### config.mk
export PLATFORM = sky130hd
export DESIGN_NAME = ipwc_ctrl_flat
export DESIGN_NICKNAME = d
export VERILOG_FILES = /design/src/verilog/ipwc_pkg.sv /design/src/verilog/ipwc_if.sv /design/src/verilog/ipwc_ctrl.sv /design/src/flat_wrapper.sv
export SDC_FILE = /design/constraint.sdc
export NUM_CORES = 1
export LEC_CHECK = 0
export BUFFER_PORTS_ARGS = -buffer_cell sky130_fd_sc_hd__buf_2
export CORE_MARGIN = 8
export CORE_UTILIZATION = 35
export DETAILED_ROUTE_END_ITERATION = 16
export HOLD_SLACK_MARGIN = 0.03
export PLACE_DENSITY = 0.63
export SLEW_MARGIN = 20
export SYNTH_ARGS = -nofsm -noshare
export SYNTH_HDL_FRONTEND = slang
export SYNTH_SLANG_ARGS = --single-unit
### constraint.sdc
create_clock -name clk_sys -period 7.5 [get_ports clk_sys]
set_input_delay 0.75 -clock clk_sys [delete_from_list [all_inputs] [get_ports clk_sys]]
set_output_delay 0.75 -clock clk_sys [all_outputs]
set_load 0.02 [all_outputs]
### src/verilog/ipwc_pkg.sv
// package of the interrupt priority and wake controller
// assumes: both ends and the bench refer to it by scoped names only
package ipwc_pkg;
  // ------------------------------------------------------------
  // device register map (8-bit registers, 4-bit index)
  // ------------------------------------------------------------
  localparam int AW = 4;
  localparam int DW = 8;
  localparam logic [3:0] REG_MAIN = 4'h0; // main_interrupt_control
  localparam logic [3:0] REG_FLAG = 4'h1; // source_flag_regs, write 1 to clear
  localparam logic [3:0] REG_ENABLE = 4'h2; // source_enable_regs
  localparam logic [3:0] REG_PRIO = 4'h3; // source_priority_regs
  localparam logic [3:0] REG_BASE_LO = 4'h4; // vector_table_base low byte
  localparam logic [3:0] REG_BASE_HI = 4'h5; // vector_table_base high byte
  localparam logic [3:0] REG_STATUS = 4'h6; // read only
  // main_interrupt_control fields
  localparam int MAIN_GHE = 7; // global_high_enable
  localparam int MAIN_GLE = 6; // global_low_enable
  localparam int MAIN_PLE = 5; // priority_levels_enable
  localparam int MAIN_EDGE_LSB = 0; // ext_edge_select, three bits
  localparam logic [7:0] MAIN_GIE_MASK = 8'hC0;
  // reset values
  localparam logic [7:0] RST_MAIN = 8'h00;
  localparam logic [7:0] RST_PRIO = 8'hFF; // all sources high priority
  localparam logic [15:0] RST_BASE = 16'h0008;
  // fixed vectors when the vector table is off
  localparam logic [15:0] VEC_LEGACY_HIGH = 16'h0008;
  localparam logic [15:0] VEC_LEGACY_LOW = 16'h0018;
  localparam int NUM_EXT = 3;
  localparam logic [1:0] SYNC_ARM_CYCLES = 2'h3;
  // ------------------------------------------------------------
  // cpu-side AHB-Lite word offsets
  // ------------------------------------------------------------
  localparam logic [7:0] HOST_CMD = 8'h00;
  localparam logic [7:0] HOST_STATUS = 8'h04;
  localparam logic [7:0] HOST_ACK = 8'h08;
  localparam logic [7:0] HOST_RDATA = 8'h0C;
  localparam int CMD_READ_BIT = 12;
endpackage

### src/verilog/ipwc_if.sv
// link between the interrupt controller and the cpu-side end
// assumes: one clock and one synchronous reset shared by both ends
`timescale 1ns/100ps
interface ipwc_if (
  input wire logic clk_sys,
  input wire logic sys_rst
);
  logic reg_wr;
  logic [3:0] reg_addr;
  logic [7:0] reg_wdata;
  logic [7:0] reg_rdata;
  logic irq_high;
  logic irq_low;
  logic [15:0] irq_vector;
  logic [2:0] irq_src;
  logic vt_mode;
  logic wake;

  modport dev (
    input clk_sys, sys_rst, reg_wr, reg_addr, reg_wdata,
    output reg_rdata, irq_high, irq_low, irq_vector, irq_src, vt_mode, wake
  );
  modport cpu (
    input clk_sys, sys_rst, reg_rdata, irq_high, irq_low, irq_vector, irq_src,
    input vt_mode, wake,
    output reg_wr, reg_addr, reg_wdata
  );
endinterface

### src/verilog/ipwc_ctrl.sv
// interrupt controller end: flags, enables, priorities, vectors, wake
// assumes: peripherals pulse src_flag_set on clk_sys; ext pins are async
`timescale 1ns/100ps
module ipwc_ctrl #(
  parameter int NSRC = 8
) (
  ipwc_if.dev link,
  input wire logic [NSRC-1:0] src_flag_set,
  input wire logic [2:0] ext_irq_input,
  input wire logic vector_table_config_enable
);
  // ------------------------------------------------------------
  // registers
  // ------------------------------------------------------------
  logic [7:0] main_ctrl;
  logic [NSRC-1:0] flags;
  logic [NSRC-1:0] enables;
  logic [NSRC-1:0] prios;
  logic [15:0] vt_base;
  logic [2:0] sync1;
  logic [2:0] sync2;
  logic [2:0] sync3;
  logic [1:0] arm_cnt;
  logic [2:0] ext_edge;
  logic [NSRC-1:0] set_all;
  logic [NSRC-1:0] req_high;
  logic [NSRC-1:0] req_low;
  logic [NSRC-1:0] prio_eff;
  logic any_high;
  logic any_low;
  logic [2:0] sel_src;
  logic [15:0] next_vector;
  logic [7:0] next_rdata;
  logic ple;
  logic [2:0] edge_sel;
  // declared ahead of every clocked process that uses it
  wire clk_sys_w = link.clk_sys;

  assign ple = main_ctrl[ipwc_pkg::MAIN_PLE];
  assign edge_sel = main_ctrl[ipwc_pkg::MAIN_EDGE_LSB +: ipwc_pkg::NUM_EXT];

  // lowest index among requesting sources
  function automatic logic [2:0] first_set(input logic [NSRC-1:0] v);
    logic [2:0] idx;
    idx = 3'h0;
    for (int i = NSRC - 1; i >= 0; i--) begin
      if (v[i]) begin
        idx = 3'(i);
      end
    end
    return idx;
  endfunction

  // ------------------------------------------------------------
  // external inputs
  // ------------------------------------------------------------
  // pin routing is done outside; all three ext pins reach here and are synchronised
  always_ff @(posedge clk_sys_w) begin
    if (link.sys_rst) begin
      sync1 <= 3'h0;
      sync2 <= 3'h0;
      sync3 <= 3'h0;
    end else begin
      sync1 <= ext_irq_input;
      sync2 <= sync1;
      sync3 <= sync2;
    end
  end

  // edges are ignored until the chain holds real pin history
  always_ff @(posedge clk_sys_w) begin
    if (link.sys_rst) begin
      arm_cnt <= 2'h0;
    end else if (arm_cnt != ipwc_pkg::SYNC_ARM_CYCLES) begin
      arm_cnt <= arm_cnt + 2'h1;
    end
  end

  // rising when the select bit is 1, falling when 0
  always_comb begin
    for (int i = 0; i < ipwc_pkg::NUM_EXT; i++) begin
      ext_edge[i] = (arm_cnt == ipwc_pkg::SYNC_ARM_CYCLES) &&
        (edge_sel[i] ? (sync2[i] && !sync3[i]) : (!sync2[i] && sync3[i]));
    end
  end

  // ext inputs occupy sources 0..2
  always_comb begin
    set_all = src_flag_set;
    set_all[ipwc_pkg::NUM_EXT-1:0] = src_flag_set[ipwc_pkg::NUM_EXT-1:0] | ext_edge;
  end

  // ------------------------------------------------------------
  // register writes
  // ------------------------------------------------------------
  // main control
  always_ff @(posedge clk_sys_w) begin
    if (link.sys_rst) begin
      main_ctrl <= ipwc_pkg::RST_MAIN;
    end else if (link.reg_wr && link.reg_addr == ipwc_pkg::REG_MAIN) begin
      main_ctrl <= link.reg_wdata;
    end
  end

  // flags: write 1 to clear, a same-cycle event wins
  always_ff @(posedge clk_sys_w) begin
    if (link.sys_rst) begin
      flags <= '0;
    end else if (link.reg_wr && link.reg_addr == ipwc_pkg::REG_FLAG) begin
      flags <= (flags & ~link.reg_wdata[NSRC-1:0]) | set_all;
    end else begin
      flags <= flags | set_all;
    end
  end

  // enables
  always_ff @(posedge clk_sys_w) begin
    if (link.sys_rst) begin
      enables <= '0;
    end else if (link.reg_wr && link.reg_addr == ipwc_pkg::REG_ENABLE) begin
      enables <= link.reg_wdata[NSRC-1:0];
    end
  end

  // priorities come up all high
  always_ff @(posedge clk_sys_w) begin
    if (link.sys_rst) begin
      prios <= ipwc_pkg::RST_PRIO[NSRC-1:0];
    end else if (link.reg_wr && link.reg_addr == ipwc_pkg::REG_PRIO) begin
      prios <= link.reg_wdata[NSRC-1:0];
    end
  end

  // vector table base
  always_ff @(posedge clk_sys_w) begin
    if (link.sys_rst) begin
      vt_base <= ipwc_pkg::RST_BASE;
    end else if (link.reg_wr && link.reg_addr == ipwc_pkg::REG_BASE_LO) begin
      vt_base[7:0] <= link.reg_wdata;
    end else if (link.reg_wr && link.reg_addr == ipwc_pkg::REG_BASE_HI) begin
      vt_base[15:8] <= link.reg_wdata;
    end
  end

  // ------------------------------------------------------------
  // priority resolution
  // ------------------------------------------------------------
  // with levels off every source counts as high under the high enable
  always_comb begin
    prio_eff = ple ? prios : '1;
    req_high = flags & enables & prio_eff &
      {NSRC{main_ctrl[ipwc_pkg::MAIN_GHE]}};
    req_low = flags & enables & ~prio_eff &
      {NSRC{main_ctrl[ipwc_pkg::MAIN_GLE]}};
    any_high = |req_high;
    any_low = |req_low;
    sel_src = any_high ? first_set(req_high) : first_set(req_low);
  end

  // vector choice; table order only counts with the table on
  always_comb begin
    if (vector_table_config_enable) begin
      next_vector = vt_base + {12'h000, sel_src, 1'b0};
    end else if (ple && !any_high) begin
      next_vector = ipwc_pkg::VEC_LEGACY_LOW;
    end else begin
      next_vector = ipwc_pkg::VEC_LEGACY_HIGH;
    end
  end

  // registered request to the core; a low request yields to a high one
  always_ff @(posedge clk_sys_w) begin
    if (link.sys_rst) begin
      link.irq_high <= 1'b0;
      link.irq_low <= 1'b0;
      link.irq_vector <= ipwc_pkg::VEC_LEGACY_HIGH;
      link.irq_src <= 3'h0;
    end else begin
      link.irq_high <= any_high;
      link.irq_low <= any_low && !any_high;
      link.irq_vector <= next_vector;
      link.irq_src <= sel_src;
    end
  end

  // ------------------------------------------------------------
  // wake and read back
  // ------------------------------------------------------------
  // no flop after the flag and enable registers, so flags already set still wake with every clock stopped;
  // the raw pin term covers an edge that cannot be clocked in sleep
  assign link.wake = |(flags & enables) |
    |(enables[ipwc_pkg::NUM_EXT-1:0] & ~(ext_irq_input ^ edge_sel));

  assign link.vt_mode = vector_table_config_enable;

  // read mux over register flops
  always_comb begin
    next_rdata = 8'h00;
    unique case (link.reg_addr)
      ipwc_pkg::REG_MAIN: next_rdata = main_ctrl;
      ipwc_pkg::REG_FLAG: next_rdata[NSRC-1:0] = flags;
      ipwc_pkg::REG_ENABLE: next_rdata[NSRC-1:0] = enables;
      ipwc_pkg::REG_PRIO: next_rdata[NSRC-1:0] = prios;
      ipwc_pkg::REG_BASE_LO: next_rdata = vt_base[7:0];
      ipwc_pkg::REG_BASE_HI: next_rdata = vt_base[15:8];
      ipwc_pkg::REG_STATUS: next_rdata = {link.irq_high, link.irq_low, 3'h0, link.irq_src};
      default: next_rdata = 8'h00;
    endcase
  end
  assign link.reg_rdata = next_rdata;
endmodule

### src/flat_wrapper.sv
// flat-port wrapper written by rule: the top's interface ports become plain ports
module ipwc_ctrl_flat 
#(
  parameter int NSRC = 8
)
  (src_flag_set, ext_irq_input, vector_table_config_enable, clk_sys, sys_rst, link_reg_wr, link_reg_addr, link_reg_wdata, link_reg_rdata, link_irq_high, link_irq_low, link_irq_vector, link_irq_src, link_vt_mode, link_wake);
  ipwc_if link_i (.clk_sys(clk_sys), .sys_rst(sys_rst));
  input wire logic [NSRC-1:0] src_flag_set;
  input wire logic [2:0] ext_irq_input;
  input wire logic vector_table_config_enable;
  input wire logic clk_sys;
  input wire logic sys_rst;
  input wire logic [$bits(link_i.reg_wr)-1:0] link_reg_wr;
  input wire logic [$bits(link_i.reg_addr)-1:0] link_reg_addr;
  input wire logic [$bits(link_i.reg_wdata)-1:0] link_reg_wdata;
  output wire logic [$bits(link_i.reg_rdata)-1:0] link_reg_rdata;
  output wire logic [$bits(link_i.irq_high)-1:0] link_irq_high;
  output wire logic [$bits(link_i.irq_low)-1:0] link_irq_low;
  output wire logic [$bits(link_i.irq_vector)-1:0] link_irq_vector;
  output wire logic [$bits(link_i.irq_src)-1:0] link_irq_src;
  output wire logic [$bits(link_i.vt_mode)-1:0] link_vt_mode;
  output wire logic [$bits(link_i.wake)-1:0] link_wake;
  assign link_i.reg_wr = link_reg_wr;
  assign link_i.reg_addr = link_reg_addr;
  assign link_i.reg_wdata = link_reg_wdata;
  assign link_reg_rdata = link_i.reg_rdata;
  assign link_irq_high = link_i.irq_high;
  assign link_irq_low = link_i.irq_low;
  assign link_irq_vector = link_i.irq_vector;
  assign link_irq_src = link_i.irq_src;
  assign link_vt_mode = link_i.vt_mode;
  assign link_wake = link_i.wake;
  ipwc_ctrl #(.NSRC(NSRC)) u_core (.link(link_i), .src_flag_set(src_flag_set), .ext_irq_input(ext_irq_input), .vector_table_config_enable(vector_table_config_enable));
endmodule
==> impl_results.md <==
- Actual slew at the worst max-slew pin: 704 ps
- Worst Path Arrival: 3370 ps
- Nets@finish: 538
- Sequential cell area: 1600 um2
- Die X: 122 um
- CP max FO: 12
- Finished Layout Cells: 654
- DIE HEIGHT: 122 um
- Yosys top cell by area: dfxtp_1
- Pleak: 2.02 nW
- Initial Util: 35.3%
- First-pass GRT wire length: 17300 um
- Max-slew violations: 0
- Area post-placement: 4300 um2
- Reg2reg setup slack: 4340 ps
- WL final: 10900 um
- Critical path origin: u_core.main_ctrl[5]$_SDFFE_PP0P_
- GPL Wtd Cong: 0.932
- Ranking of synthesized cells by area: dfxtp_1 40%, nor2_1 6.9%, mux2i_1 6.8%, nand2_1 5.3%, a21oi_1 3.0%
- Total power: 0.988 mW
- Post-Synth XOR/XNOR Area: 3.53%
- Setup total negative slack: 0 ps
- Hold crit path type: flip-flop to flip-flop
- Port bufs: 57
- Area occupied by multi-input gates: 2200 um2
- VDD IR max: 134 uV
- # diodes: 0
- Largest net degree at the start of global routing: 69
- Placed cells: 638
- Largest family of logic cells by synthesized area: simple AND/OR/NAND/NOR gates
- Drt wl/cell: 16.7 um
- Crit path capture type: flip-flop
- Worst-path clk slew: 60 ps
- CTS max path bufs: 2
- CTS resizes: 0
- Final Setup Violations: 0
- Crit path to: u_core.link.irq_vector[12]$_SDFF_PP0_
- Adder-cell share of the synthesized area: 1.77%
- Num CTS Buffers: 9
- Vias/cell: 5.17
- Worst r2r src: u_core.main_ctrl[5]$_SDFFE_PP0P_
- Mean Syn Cell Area: 8.60 um2
- Type of the worst setup path: flip-flop to flip-flop
- Post-synthesis simple-gate area fraction: 27.5%
- Root Driver: clkbuf_16
- Initial antenna violation count: 0
- Slowest library cell on the worst path: dfxtp_1
- Pwr dens: 213 nW/um2
- TritonCTS clock tree: built
- CP max stage delay: 580 ps
- Skew final: 9.00 ps
- Share of synthesized registers carrying an async set or reset: 0%
- Grt total ovfl: 0
- Final Critical Period: 3160 ps
- Num Clock Sinks: 80
- Routed Antenna Nets: 0
- Hold Vio Cnt, Final: 0
- Mapped Nets: 493
- Number of hold buffers added after CTS: 0
- RSZ-0062 raised after global routing: false
- Final Cycle Share: 42.1%
- Proportion of synthesized area in mux cells: 9.09%
- Layout area overhead: 16.7%
- Worst Path Required: 7710 ps
- Vias in the first global route: 3300
- Status: finished, final reports clean
- Post-Syn Area: 3970 um2
- Synth Warn #: 0
- Synth top area share: 40.4%
- Max frequency: 316 MHz
- I/O pin cnt: 58
- EDFF count, synth: 0
- Later-pin clock latency in the skew report: 340 ps
- Rows: 39
- Seq cells post-synth: 80
- Commonest non-fill, non-tap cells in the layout: 80 x dfxtp_1, 73 x nor2_1, 57 x buf_2
- # DRC: 0
- Core area: 11200 um2
- Synth cell types: 61
- Fill cells: 1133
- GR Util All Layers: 14.8%
- RR Endpoint: u_core.link.irq_vector[12]$_SDFF_PP0_
- Cells after synthesis: 461
- Layout cell share with drive strength beyond 1: 17.2%
- Iter 0 DRT Violations: 247
- Top_reg_cell synth: dfxtp_1
- Synth Area in Compound Gates: 13.6%
- Die area: 15000 um2
- Pre-Repair DR Iteration Count: 5
- Path depth of the worst reg2reg path: 11
- Post-CTS Setup Bufs: 0
- Commonest non-fill, non-tap cell in the layout: dfxtp_1
- # Max-Cap Violations: 0
- Final instance area: 4630 um2
- Vias after detailed routing: 3383
- H-tree Lvls: 3
- CP Cell Sequence: nand2_2 -> or3_1 -> a311o_1 -> nand3_1 -> nand2_1 -> ha_1 -> a21o_1 -> a21oi_1 -> nor4b_1 -> xnor2_1 -> nor2_1
- Relative slew slack: 53.1%
- Startpoint types: flip-flop
- Post-synthesis sequential area ratio: 40.4%
- Post-DP HPWL: 8280 um
through the flow:
step,worst slack (ps),hold WS (ps),util (%)
after global placement,4400,417,38.4
after detailed placement,4370,431,38.4
final,4340,438,41.2
after floorplan,4840,414,-
after global routing,4000,460,41.2
after CTS,4350,445,41.2
synthesized netlist by cell type, types with 6 or more instances:
master     n
a211o_1    9
a21oi_1   24
and3_1     6
buf_2      8
clkbuf_1   9
dfxtp_1   80
inv_1      8
mux2i_1   27
nand2_1   56
nand3_1   22
nor2_1    73
nor2b_1   17
nor3_1     8
o21ai_0   10
xnor2_1   12
worst min-delay path by stage:
stage / startpoint / endpoint / slack [ps] / cells past startpoint
global route: u_core.sync1[0]$_SDFF_PP0_ / u_core.sync2[0]$_SDFF_PP0_ / 460 / 1
finish: u_core.sync1[0]$_SDFF_PP0_ / u_core.sync2[0]$_SDFF_PP0_ / 440 / 1
global placement: u_core.sync1[2]$_SDFF_PP0_ / u_core.sync2[2]$_SDFF_PP0_ / 420 / 1
detailed placement: u_core.sync1[0]$_SDFF_PP0_ / u_core.sync2[0]$_SDFF_PP0_ / 430 / 1
floorplan: u_core.sync1[0]$_SDFF_PP0_ / u_core.sync2[0]$_SDFF_PP0_ / 410 / 1
CTS: u_core.sync1[0]$_SDFF_PP0_ / u_core.sync2[0]$_SDFF_PP0_ / 450 / 1
sequential cells by signal (all words and copies together) (netlist names):
signal                  cells
u_core.prios                8
u_core.sync3                3
u_core.flags                8
u_core.sync2                3
u_core.link.irq_vector     16
u_core.main_ctrl            8
u_core.vt_base             16
u_core.link.irq_src         3
u_core.arm_cnt              2
u_core.link.irq_low         1
u_core.sync1                3
u_core.link.irq_high        1
u_core.enables              8
worst max-delay path: cells and delay by family, from the launching register on:
kind                       cells  cell delay [ps]
adders and majority gates      1              280
xor gates and xnor gates       1              180
DFF                            1              580
and+or+nand+nor                6             1020
AOI/OAI and AO/OA              3              960
logic make-up (layout without fill, tap and decap cells):
family                     after synthesis  in the layout
muxes                                   32             32
and+or+nand+nor                        222            222
DFF                                     80             80
adders and majority gates                5              5
xor gates and xnor gates                16             16
buffers and inverters                   32             82
AOI/OAI and AO/OA                       74             74
where the power goes:
group / total (mW) / leakage (nW) / switching (mW) / internal (mW)
sequential: 0.447 / 0.650 / 0.0106 / 0.436
clock: 0.470 / 0.152 / 0.170 / 0.300
combinational: 0.0713 / 1.22 / 0.0440 / 0.0272
total: 0.988 / 2.02 / 0.224 / 0.763
cell type report:
| class | instances | share of cell area [%] |
|---|---|---|
| multi-input cells | 349 | 47.6 |
| flip-flops and latches | 80 | 34.6 |
| repair buffers | 58 | 6.33 |
| clock buffers | 11 | 5.25 |
| well taps | 143 | 3.87 |
| clock inverters | 5 | 1.73 |
| inverters | 8 | 0.649 |
layer usage:
metal,vias up,wire (um),track usage [%]
met5,-,0,0
met2,86,5460,25.6
li1,1701,-,-
met3,8,718,3.36
met1,1588,4620,17.2
met4,0,115,6.02
No activity file was read; power rests on OpenSTA's default activity.
